[config.mk]
export PLATFORM = sky130hd
export DESIGN_NAME = dqr_reg_decode
export DESIGN_NICKNAME = d
export VERILOG_FILES = /design/src/dqr_pkg.sv /design/src/dqr_out_latch.sv /design/src/dqr_reg_decode.sv
export SDC_FILE = /design/constraint.sdc
export NUM_CORES = 1
export LEC_CHECK = 0
export ABC_AREA = 1
export BUFFER_PORTS_ARGS = -buffer_cell sky130_fd_sc_hd__clkbuf_2
export CORE_MARGIN = 1.5
export CORE_UTILIZATION = 40
export CTS_CLUSTER_DIAMETER = 60
export DETAILED_ROUTE_END_ITERATION = 8
export GPL_TIMING_DRIVEN = 0
export PLACE_DENSITY = 0.66
export SLEW_MARGIN = 20
export SYNTH_ARGS = -nofsm -noshare
export SYNTH_HDL_FRONTEND = slang
export SYNTH_HIERARCHICAL = 1
export SYNTH_SLANG_ARGS = --single-unit
[constraint.sdc]
create_clock -name core_clk -period 4.35 [get_ports core_clk]
set_clock_uncertainty 0.15 [all_clocks]
set_input_delay 1.0875 -clock core_clk [delete_from_list [all_inputs] [get_ports core_clk]]
set_output_delay 1.0875 -clock core_clk [all_outputs]
set_load 0.1 [all_outputs]
[src/dqr_pkg.sv]
// Shared constants and carrier types for the data-acquisition register decode.
// Assumes an 8-bit host I/O bus with 10 address lines, sampled on core_clk.
package dqr_pkg;

  // Address window geometry.
  localparam int ADDR_W = 10;
  localparam int OFF_W = 4;
  localparam int BASE_LO = 4;
  localparam int SW_W = 6;

  // Register offsets inside the sixteen-location window.
  localparam logic [3:0] OFF_TMR0 = 4'h0;
  localparam logic [3:0] OFF_TMR2 = 4'h2;
  localparam logic [3:0] OFF_TMR_CTRL = 4'h3;
  localparam logic [3:0] OFF_RES_LO = 4'h4;
  localparam logic [3:0] OFF_RES_HI = 4'h5;
  localparam logic [3:0] OFF_DIN_LO = 4'h6;
  localparam logic [3:0] OFF_DIN_HI = 4'h7;
  localparam logic [3:0] OFF_IRQ_CLR = 4'h8;
  localparam logic [3:0] OFF_GAIN = 4'h9;
  localparam logic [3:0] OFF_CHAN = 4'hA;
  localparam logic [3:0] OFF_MODE = 4'hB;
  localparam logic [3:0] OFF_KICK = 4'hC;
  localparam logic [3:0] OFF_DOUT_LO = 4'hD;
  localparam logic [3:0] OFF_DOUT_HI = 4'hE;

  // Field positions.
  localparam int RDY_BIT = 4;
  localparam int HI_NIB_W = 4;
  localparam int SEL_W = 3;
  localparam int IRQSEL_LO = 4;
  localparam int PACER_BIT = 1;

  // Conversion mode that selects interrupt transfer.
  localparam logic [2:0] MODE_INTR = 3'h6;

  // Reset values.
  localparam logic RDY_RST = 1'h1;
  localparam logic [15:0] DOUT_RST = 16'h0000;
  localparam logic [7:0] BYTE_ZERO = 8'h00;

  // One host I/O cycle as seen on the pins.
  typedef struct packed {
    logic [ADDR_W-1:0] addr;
    logic rdN;
    logic wrN;
    logic aen;
    logic [7:0] data;
  } dqr_io_cycle_t;

  // Pass-through request to the embedded timer/counter.
  typedef struct packed {
    logic [1:0] addr;
    logic wrStb;
    logic rdStb;
    logic [7:0] data;
  } dqr_tmr_req_t;

  // Conversion results as delivered by the converter.
  typedef struct packed {
    logic done;
    logic [11:0] code;
  } dqr_adc_rsp_t;

endpackage

[src/dqr_out_latch.sv]
// Sixteen-bit output latch loaded one byte lane at a time.
// Assumes one-cycle lane write enables from the register decode.
`timescale 1ns/1ps
module dqr_out_latch import dqr_pkg::*; (
  input wire logic core_clk,
  input wire logic rst,
  input wire logic [1:0] laneWe,
  input wire logic [7:0] wrByte,
  output logic [15:0] latched
);

  logic [15:0] latch_r;
  logic [15:0] latch_nxt;

  // Each lane keeps its value until its own enable comes.
  always_comb begin
    latch_nxt = latch_r;
    for (int i = 0; i < 2; i++) begin
      if (laneWe[i]) begin
        latch_nxt[i*8 +: 8] = wrByte;
      end
    end
  end

  always_ff @(posedge core_clk) begin
    if (rst) begin
      latch_r <= DOUT_RST;
    end else begin
      latch_r <= latch_nxt;
    end
  end

  assign latched = latch_r;

endmodule

[src/dqr_reg_decode.sv]
// Host I/O register front end of the data-acquisition board.
// Assumes the host strobes, address and switch inputs are synchronous to core_clk.
// Contract
// - Sixteen consecutive ports from a switch-selected base.
// - Switches compare A9..A4; ON demands a zero.
// - Reads: timer, result, digital inputs; rest reserved.
// - Writes map timer, D/A, control, outputs.
// - Offsets 0 to 3 pass to timer on writes, 0 to 2 on reads.
// - Result low byte, high nibble, zero top.
// - Ready bit high until conversion completes.
// - D/A code low byte, then high nibble.
// - D/A double buffered, committed on high write.
// - Digital inputs read as two bytes.
// - Interrupt mode sets flag per conversion.
// - Any write to offset 8 clears flag.
// - Gain uses bits 2:0 only.
// - Channel select uses bits 2:0 only.
// - Any write to offset C triggers conversion.
// - Digital outputs latched by two byte writes.
`timescale 1ns/1ps
module dqr_reg_decode import dqr_pkg::*; (
  input wire logic core_clk,
  input wire logic rst,
  input wire dqr_io_cycle_t hostBus,
  input wire logic [SW_W-1:0] base_select_switch,
  input wire logic [7:0] tmrRdData,
  input wire dqr_adc_rsp_t adcRsp,
  input wire logic pacerTrig,
  input wire logic [15:0] digital_in_port,
  output logic [7:0] busRdData,
  output logic busRdOe,
  output dqr_tmr_req_t tmrReq,
  output logic adcStart,
  output logic [11:0] dacCode,
  output logic [15:0] digitalOut,
  output logic amp_select_bit2,
  output logic amp_select_bit1,
  output logic amp_select_bit0,
  output logic [SEL_W-1:0] inputChan,
  output logic [SEL_W-1:0] convMode,
  output logic [SEL_W-1:0] irqLineSel,
  output logic irqReq
);

  typedef struct packed {
    logic wrSeen;
    logic rdSeen;
    logic [7:0] rdData;
    logic rdOe;
    logic [7:0] dacStage;
    logic [11:0] dacOut;
    logic [11:0] adcData;
    logic adcPending;
    logic irqFlag;
    logic [SEL_W-1:0] gain;
    logic [SEL_W-1:0] chan;
    logic [SEL_W-1:0] mode;
    logic [SEL_W-1:0] irqSel;
    logic kick;
    dqr_tmr_req_t tmr;
  } dqr_state_t;

  dqr_state_t st_r;
  dqr_state_t st_nxt;

  // Offsets that answer a read; everything else stays off the data bus.
  function automatic logic offReadable(input logic [OFF_W-1:0] off);
    offReadable = (off <= OFF_TMR2) || (off >= OFF_RES_LO && off <= OFF_DIN_HI);
  endfunction

  // Offsets routed to the timer/counter for the given direction.
  function automatic logic offTimer(input logic [OFF_W-1:0] off, input logic isWrite);
    offTimer = isWrite ? (off <= OFF_TMR_CTRL) : (off <= OFF_TMR2);
  endfunction

  logic [OFF_W-1:0] offset;
  logic [SW_W-1:0] wantHigh;
  logic baseHit;
  logic rdActive;
  logic wrActive;
  logic wrPulse;
  logic rdPulse;
  logic trigger;
  logic [1:0] doutLaneWe;

  // A switch in the ON position asks for a zero on its address line.
  assign wantHigh = ~base_select_switch;
  // Only A9..A4 take part, so the board covers all sixteen low offsets.
  assign baseHit = (hostBus.addr[ADDR_W-1:BASE_LO] == wantHigh) && !hostBus.aen;
  assign offset = hostBus.addr[OFF_W-1:0];

  // Strobes are levels on the pins; one pulse per host cycle is cut at the
  // leading edge so a slow host cycle never repeats a side effect.
  assign rdActive = baseHit && !hostBus.rdN;
  assign wrActive = baseHit && !hostBus.wrN;
  assign wrPulse = wrActive && !st_r.wrSeen;
  assign rdPulse = rdActive && !st_r.rdSeen;

  // A conversion starts on a kick write or, in pacer modes, on the pacer.
  assign trigger = (wrPulse && offset == OFF_KICK) ||
                   (pacerTrig && st_r.mode[PACER_BIT]);

  // Digital output byte lanes, one per offset.
  assign doutLaneWe[0] = wrPulse && offset == OFF_DOUT_LO;
  assign doutLaneWe[1] = wrPulse && offset == OFF_DOUT_HI;

  // Next-state logic for the register file except the digital outputs, which sit in their own latch.
  always_comb begin
    st_nxt = st_r;
    st_nxt.wrSeen = wrActive;
    st_nxt.rdSeen = rdActive;
    st_nxt.kick = 1'b0;
    st_nxt.tmr.wrStb = 1'b0;
    st_nxt.tmr.rdStb = 1'b0;

    // Timer accesses go through with address and data held for the strobe.
    if (wrPulse && offTimer(offset, 1'b1)) begin
      st_nxt.tmr.wrStb = 1'b1;
      st_nxt.tmr.addr = offset[1:0];
      st_nxt.tmr.data = hostBus.data;
    end
    if (rdPulse && offTimer(offset, 1'b0)) begin
      st_nxt.tmr.rdStb = 1'b1;
      st_nxt.tmr.addr = offset[1:0];
    end

    // Write side of the map; reserved offsets fall to the default.
    if (wrPulse) begin
      case (offset)
        OFF_RES_LO: begin
          st_nxt.dacStage = hostBus.data; // Staged only.
        end
        OFF_RES_HI: begin
          // Upper nibble of the data is dropped.
          st_nxt.dacOut = {hostBus.data[HI_NIB_W-1:0], st_r.dacStage};
        end
        OFF_GAIN: begin
          st_nxt.gain = hostBus.data[SEL_W-1:0];
        end
        OFF_CHAN: begin
          st_nxt.chan = hostBus.data[SEL_W-1:0];
        end
        OFF_MODE: begin
          st_nxt.mode = hostBus.data[SEL_W-1:0];
          st_nxt.irqSel = hostBus.data[IRQSEL_LO +: SEL_W];
        end
        default: begin
          st_nxt.dacStage = st_r.dacStage;
        end
      endcase
    end

    // Any data at the kick offset starts a conversion.
    if (trigger) begin
      st_nxt.kick = 1'b1;
    end

    // A finished conversion stores the code and drops the pending flag.
    if (adcRsp.done) begin
      st_nxt.adcData = adcRsp.code;
      st_nxt.adcPending = 1'b0;
    end
    // A new trigger wins over a completion in the same cycle.
    if (trigger) begin
      st_nxt.adcPending = 1'b1;
    end

    // Interrupt status: the clear comes first so a completion in the same
    // cycle still raises the flag and no conversion is lost.
    if (wrPulse && offset == OFF_IRQ_CLR) begin
      st_nxt.irqFlag = 1'b0;
    end
    if (adcRsp.done && st_r.mode == MODE_INTR) begin
      st_nxt.irqFlag = 1'b1;
    end

    // Read data is refreshed every cycle of the read, so a timer answer that
    // arrives late still reaches the bus before the strobe is released.
    st_nxt.rdOe = rdActive && offReadable(offset);
    st_nxt.rdData = BYTE_ZERO;
    if (rdActive) begin
      case (offset)
        OFF_RES_LO: begin
          st_nxt.rdData = st_r.adcData[7:0];
        end
        OFF_RES_HI: begin
          // Bits 7:5 read zero, bit 4 is the not-ready flag.
          st_nxt.rdData = BYTE_ZERO;
          st_nxt.rdData[HI_NIB_W-1:0] = st_r.adcData[11:8];
          st_nxt.rdData[RDY_BIT] = st_r.adcPending;
        end
        OFF_DIN_LO: begin
          st_nxt.rdData = digital_in_port[7:0];
        end
        OFF_DIN_HI: begin
          st_nxt.rdData = digital_in_port[15:8];
        end
        default: begin
          if (offTimer(offset, 1'b0)) begin
            st_nxt.rdData = tmrRdData;
          end
        end
      endcase
    end
  end

  // State register; the result reads not-ready until a conversion ends.
  always_ff @(posedge core_clk) begin
    if (rst) begin
      st_r <= '0;
      st_r.adcPending <= RDY_RST;
    end else begin
      st_r <= st_nxt;
    end
  end

  // Digital outputs live in their own byte-lane latch.
  dqr_out_latch doutLatch (
    .core_clk(core_clk),
    .rst(rst),
    .laneWe(doutLaneWe),
    .wrByte(hostBus.data),
    .latched(digitalOut)
  );

  // Outputs come straight from the state register.
  assign busRdData = st_r.rdData;
  assign busRdOe = st_r.rdOe;
  assign tmrReq = st_r.tmr;
  assign adcStart = st_r.kick;
  assign dacCode = st_r.dacOut;
  assign amp_select_bit2 = st_r.gain[2];
  assign amp_select_bit1 = st_r.gain[1];
  assign amp_select_bit0 = st_r.gain[0];
  assign inputChan = st_r.chan;
  assign convMode = st_r.mode;
  assign irqLineSel = st_r.irqSel;
  assign irqReq = st_r.irqFlag;
endmodule

[Word-level counts from Yosys, hierarchy flattened]
Index checks and enable logic that the tools add are counted.
Word-level totals
  register bits: 86
  latch bits: 0
  memory bits (writable): 0
  ROM bits: 0
  logic and storage cells: 78
  memories: 0
Operators by class
  $add $sub $neg: 0
  multiply operators: 0
  div/mod/pow operators: 0
  order comparisons: 4
  equal/unequal tests: 13
  shifts and indexed selects: 0
  mux-type cells: 8
  bitwise operators: 2
  reductions and logical operators: 31
Operators with widths (count)
  $pmux 8 s4: 1
  $eq 4x4->1 const B: 7
  $eq 4x3->1 const B: 4
  $logic_and 1x1->1: 15
  $reduce_and 2->1: 5
  $le 4x2->1 const B: 2
  $mux 8: 1
  $eq 6x6->1: 1
  $not 6->6: 1
  $logic_not 1->1: 5
  $ge 4x3->1 const B: 1
  $le 4x3->1 const B: 1
  $mux 1: 4
  $reduce_bool 2->1: 2
  $reduce_or 2->1: 2
  $eq 3x3->1 const B: 1
  $mux 3: 1
  $logic_or 1x1->1: 2
  $mux 2: 1
  $not 1->1: 1

[Depth between registers and ports, before layout]
  word-level depth: 8
  depth in mapped cells: 15
  gate-level depth less buffers: 12

[Hierarchy]
The synthesis kept the hierarchy.
By module, submodules not included
  dqr_reg_decode: times used 1, cells an instance 470, area each 3263.1 µm², sequential area each 1401.3 µm²
  dqr_out_latch: times used 1, cells an instance 94, area each 656.9 µm², sequential area each 320.3 µm²

[Least setup slack after synthesis]
No wires, ideal clock.
  path type: input -> register
  start: input hostBus[20] (netlist name)
  end: register doutLatch.latch_r[13], in the netlist doutLatch/latched[13]
  library setup time: 118 ps
  data arrival time: 2427 ps
  slack: 1655 ps
  stages on the path: 15
  buffers on the path: 3
  cell sequence: nand2_1 > inv_1 > nor2_1 > nand3_2 > nor2_4 > nand3_2 > clkinv_2 > buf_4 > nand2_1 > nor2_1 > buf_6 > buf_6 > nand2_1 > nand2_1 > nor2_1
On the way
  longest elaborated chain between the ends: 5
RTL lines
  start, declared: line dqr_reg_decode.sv:24  | input wire dqr_io_cycle_t hostBus,
  $eq 6x6->1: line dqr_reg_decode.sv:89  | assign baseHit = (hostBus.addr[ADDR_W-1:BASE_LO] == wantHigh) && !hostBus.aen;
  $logic_and 1x1->1: line dqr_reg_decode.sv:89
  $logic_and 1x1->1: line dqr_reg_decode.sv:95  | assign wrActive = baseHit && !hostBus.wrN;
  $logic_and 1x1->1: line dqr_reg_decode.sv:96  | assign wrPulse = wrActive && !st_r.wrSeen;
  $logic_and 1x1->1: line dqr_reg_decode.sv:105  | assign doutLaneWe[1] = wrPulse && offset == OFF_DOUT_HI;
  named net doutLaneWe[1]: line dqr_reg_decode.sv:84  | logic [1:0] doutLaneWe;
  end signal, assigned: line dqr_out_latch.sv:29  | latch_r <= latch_nxt;
  end, declared: line dqr_out_latch.sv:12  | logic [15:0] latch_r;
The timed path passes the listed nets, and every way through them passes these cells.
A chain may end at the register's enable or synchronous reset.

[Worst setup path after layout]
  start: input hostBus[16] (netlist name)
  end: register doutLatch.latch_r[6], in the netlist doutLatch/latched[6]
On the way
  longest elaborated chain between the ends: 5
RTL lines
  $eq 6x6->1: line dqr_reg_decode.sv:89
  $logic_and 1x1->1: line dqr_reg_decode.sv:89
  $logic_and 1x1->1: line dqr_reg_decode.sv:95
  $logic_and 1x1->1: line dqr_reg_decode.sv:96
  $logic_and 1x1->1: line dqr_reg_decode.sv:104  | assign doutLaneWe[0] = wrPulse && offset == OFF_DOUT_LO;
  named net doutLaneWe[0]: line dqr_reg_decode.sv:84
The timed path passes the listed nets, and every way through them passes these cells.

==> metrics <==
area of the core=9371 sq um; Clk Latency, worst-skew pair=0.35 ns; synthesized area divided by synthesized cell count=~7.0 sq um; transition time of the tightest slew-check pin=roughly 0.60 ns; count of max-cap constraint violations=0; minimum setup slack after placement=1.237 ns; via count of the first global-routing pass=between 3000 and 4000; sequential-to-total area share from yosys stat=between 40 and 50%; wirelength, routed=10010 um; leading cell type by number of instances after synthesis=sky130_fd_sc_hd__nand2_1; Via density=~4.6; final instance count without filler cells=~840; unrepaired setup endpoints after global routing=false; arrival time worst endpoint=2.83 ns; worst-case clock buffer depth=2; share of the synthesized area in the top cell type=roughly 44%; Lkg Pwr=~2.6 nW; fraction of power spent switching nets=between 20% and 30%; Register-to-Register Path Depth=11; final worst-path cycle share=a little over three fifths; number of cells traversed by the worst hold path=2; H-tree levels=3; post-layout instance area=4955 sq um; number of post-CTS setup repair buffers=0; combinational family with the most area after synthesis=simple AND/OR/NAND/NOR gates; share of the synthesized area in compound gates (AO/OA/AOI/OAI)=approximately 6.4%; multiplexer fraction of the synthesized cell area=0%; TritonCTS buffer count=9; ranking of synthesized cells by instance count=sky130_fd_sc_hd__nand2_1 (138), sky130_fd_sc_hd__nor2_1 (129), sky130_fd_sc_hd__dfxtp_1 (86); worst min-delay path class=flip-flop to flip-flop; ANT cells=0; hold violation count in the final report=0; synthesized cell area=3920 sq um; count of pins on the block boundary=between 100 and 150; register share of total power=between 50% and 60%; pwr/cell area=about 310 nW/um^2; adder-cell area share of the yosys netlist=0%; number of sinks driven by the clock tree=86; count of synthesis-stage warnings from yosys=6; starting utilization of the core area=a little over two fifths; critical path type=input pin to flip-flop; kind of start point of the critical path=input pin; synth top area cells=sky130_fd_sc_hd__dfxtp_1 (44%), sky130_fd_sc_hd__nand2_1 (13%), sky130_fd_sc_hd__nor2_1 (12%), sky130_fd_sc_hd__buf_4 (8.2%), sky130_fd_sc_hd__inv_1 (4.7%); fraction of registers with async set/reset=0%; post-cts sizing count=0; total die area=around 10000 sq um; net count of the mapped netlist=between 600 and 700; relative max-transition margin=59.65%; CTS Hold Bufs=0; input/output buffers=around 130; GR Util All Layers=19.94%; largest fanout on the critical path=10; final period demand of the worst path=~2.7 ns; worst path setup slack after routing=around 1.6 ns; DP Area=around 4700 sq um; status=finished clean; routed wire length per instance=between 10 and 15 um; vias=roughly 3800; Cell Int Power=1.169 mW; maximum number of pins on one net before global-route repair=17; dominant cell type by area after synthesis=sky130_fd_sc_hd__dfxtp_1; total power draw=about 1.6 mW; cell chosen for the clock root=sky130_fd_sc_hd__clkbuf_8; EDFF count, synth=0; total gr overflow=0; iteration-0 DRC count of the detailed router=approximately 110; cell count after placement=822; Clk pwr share=41.2%; DR DRC count=0; DP Wirelength=just under 8000 um; maximum vdd drop=approximately 0.18 mV; floorplan die height=102.0 um; antenna violations before repair=0; routability congestion estimate=roughly 0.80; final setup violating endpoints=0; number of unique standard cell types used by synthesis=24; hold slack=between 0.3 and 0.4 ns; length of the first detailed-routing pass in iterations=4; Horiz. Die Dim=about 100 um; gate count after technology mapping=564; remaining antenna violation count=0; TritonCTS clock tree=yes; f_max=roughly 0.37 GHz; fin. max-slew vios=0; ratio of cells with drive above 1 in the final layout=29.20%; P&R area growth vs syn=26.40%; flip-flop and latch count after synthesis=between 80 and 90; switching component of the power=386.7 uW; Site Rows=35; clk slew on worst S/H paths=roughly 0.10 ns; simple-gate area share of the yosys netlist=about a third; combinational fraction of design power=7.4%; Post-synth top flop=sky130_fd_sc_hd__dfxtp_1; Setup TNS Final=0 ns; wire length of the first global-routing pass=about 16000 um; kind of end point of the critical path=flip-flop; nets=between 700 and 800; xor-xnor portion of the synthesized cell area=0%; final standard cell utilization of the core=roughly 53%; data required time at the worst endpoint=4.46 ns
-- worst paths after layout --
path | endpoint | slack, ns | startpoint
min | inputChan[0]$_SDFFE_PP0P_ | 0.32 | inputChan[0]$_SDFFE_PP0P_
max | doutLatch/latched[6]$_SDFFE_PP0P_ | 1.63 | hostBus[16]
max reg2reg | doutLatch/latched[6]$_SDFFE_PP0P_ | 2.60 | st_r[69]$_SDFF_PP0_
min reg2reg | inputChan[0]$_SDFFE_PP0P_ | 0.32 | inputChan[0]$_SDFFE_PP0P_
-- metal layers --
layer	part of all wire [%]	track usage, %	wire, um	vias up
li1	-	-	-	1988
met1	45	25.19	4548	1698
met2	47	34.28	4686	122
met3	6.7	4.583	668	9
met4	1.1	5.269	106	0
met5	0	0	0	-
-- cell type report --
type | count | area [sq um]
Fill cell | 946 | 4417
Buffer | 61 | 447.9
Tap cell | 129 | 161.4
Clock buffer | 9 | 123.9
Sequential cell | 86 | 1722
Multi-Input combinational cell | 364 | 1550
Inverter | 53 | 200.2
Clock inverter | 7 | 103.9
Timing Repair Buffer | 129 | 645.6
-- registers in the layout, summed over array words and instances, names as in the netlist, 3 cells and up --
signal             cells
tmrReq                12
inputChan              3
doutLatch/latched     16
busRdData              8
convMode               3
dacCode               12
irqLineSel             3
st_r                  23
-- worst max-delay path, cell delays in order --
cell and delay [ns]:
sky130_fd_sc_hd__clkbuf_2 0.09, sky130_fd_sc_hd__a21oi_1 0.20, sky130_fd_sc_hd__nand3_2 0.16, sky130_fd_sc_hd__nor2_4 0.22
sky130_fd_sc_hd__nand3_2 0.11, sky130_fd_sc_hd__clkinv_2 0.13, sky130_fd_sc_hd__buf_4 0.19, sky130_fd_sc_hd__nand2_1 0.07
sky130_fd_sc_hd__nor2_1 0.15, sky130_fd_sc_hd__buf_6 0.15, sky130_fd_sc_hd__buf_8 0.12, sky130_fd_sc_hd__nand2_1 0.06
sky130_fd_sc_hd__nand2_1 0.05, sky130_fd_sc_hd__nor2_1 0.03
-- power by group through the flow --
stage	registers, mW	logic, mW	clock network (mW)
finish	0.800	0.115	0.640
global placement	0.818	0.114	0
detailed placement	0.819	0.115	0
floorplan	0.818	0.0575	0
global route	0.802	0.129	0.689
CTS	0.801	0.115	0.658
-- cell families after synthesis --
family / after synthesis
and+or+nand+nor: 316
buffers and inverters: 114
DFF: 86
AOI/OAI and AO/OA: 48
-- layout by cell type (no fill, tap or decap), drive strengths merged --
master,synthesis,layout
nor3,2,2
nor4,1,1
o21ai,13,13
buf,51,51
nand3,30,30
a221oi,3,3
clkbuf,10,148
clkinv,3,3
dfxtp,86,86
nand2,141,141
nand4,10,10
clkinvlp,0,2
inv,50,53
a21oi,32,32
nor2,132,132
bufinv,0,2
Power figures use the tool's default switching activity.
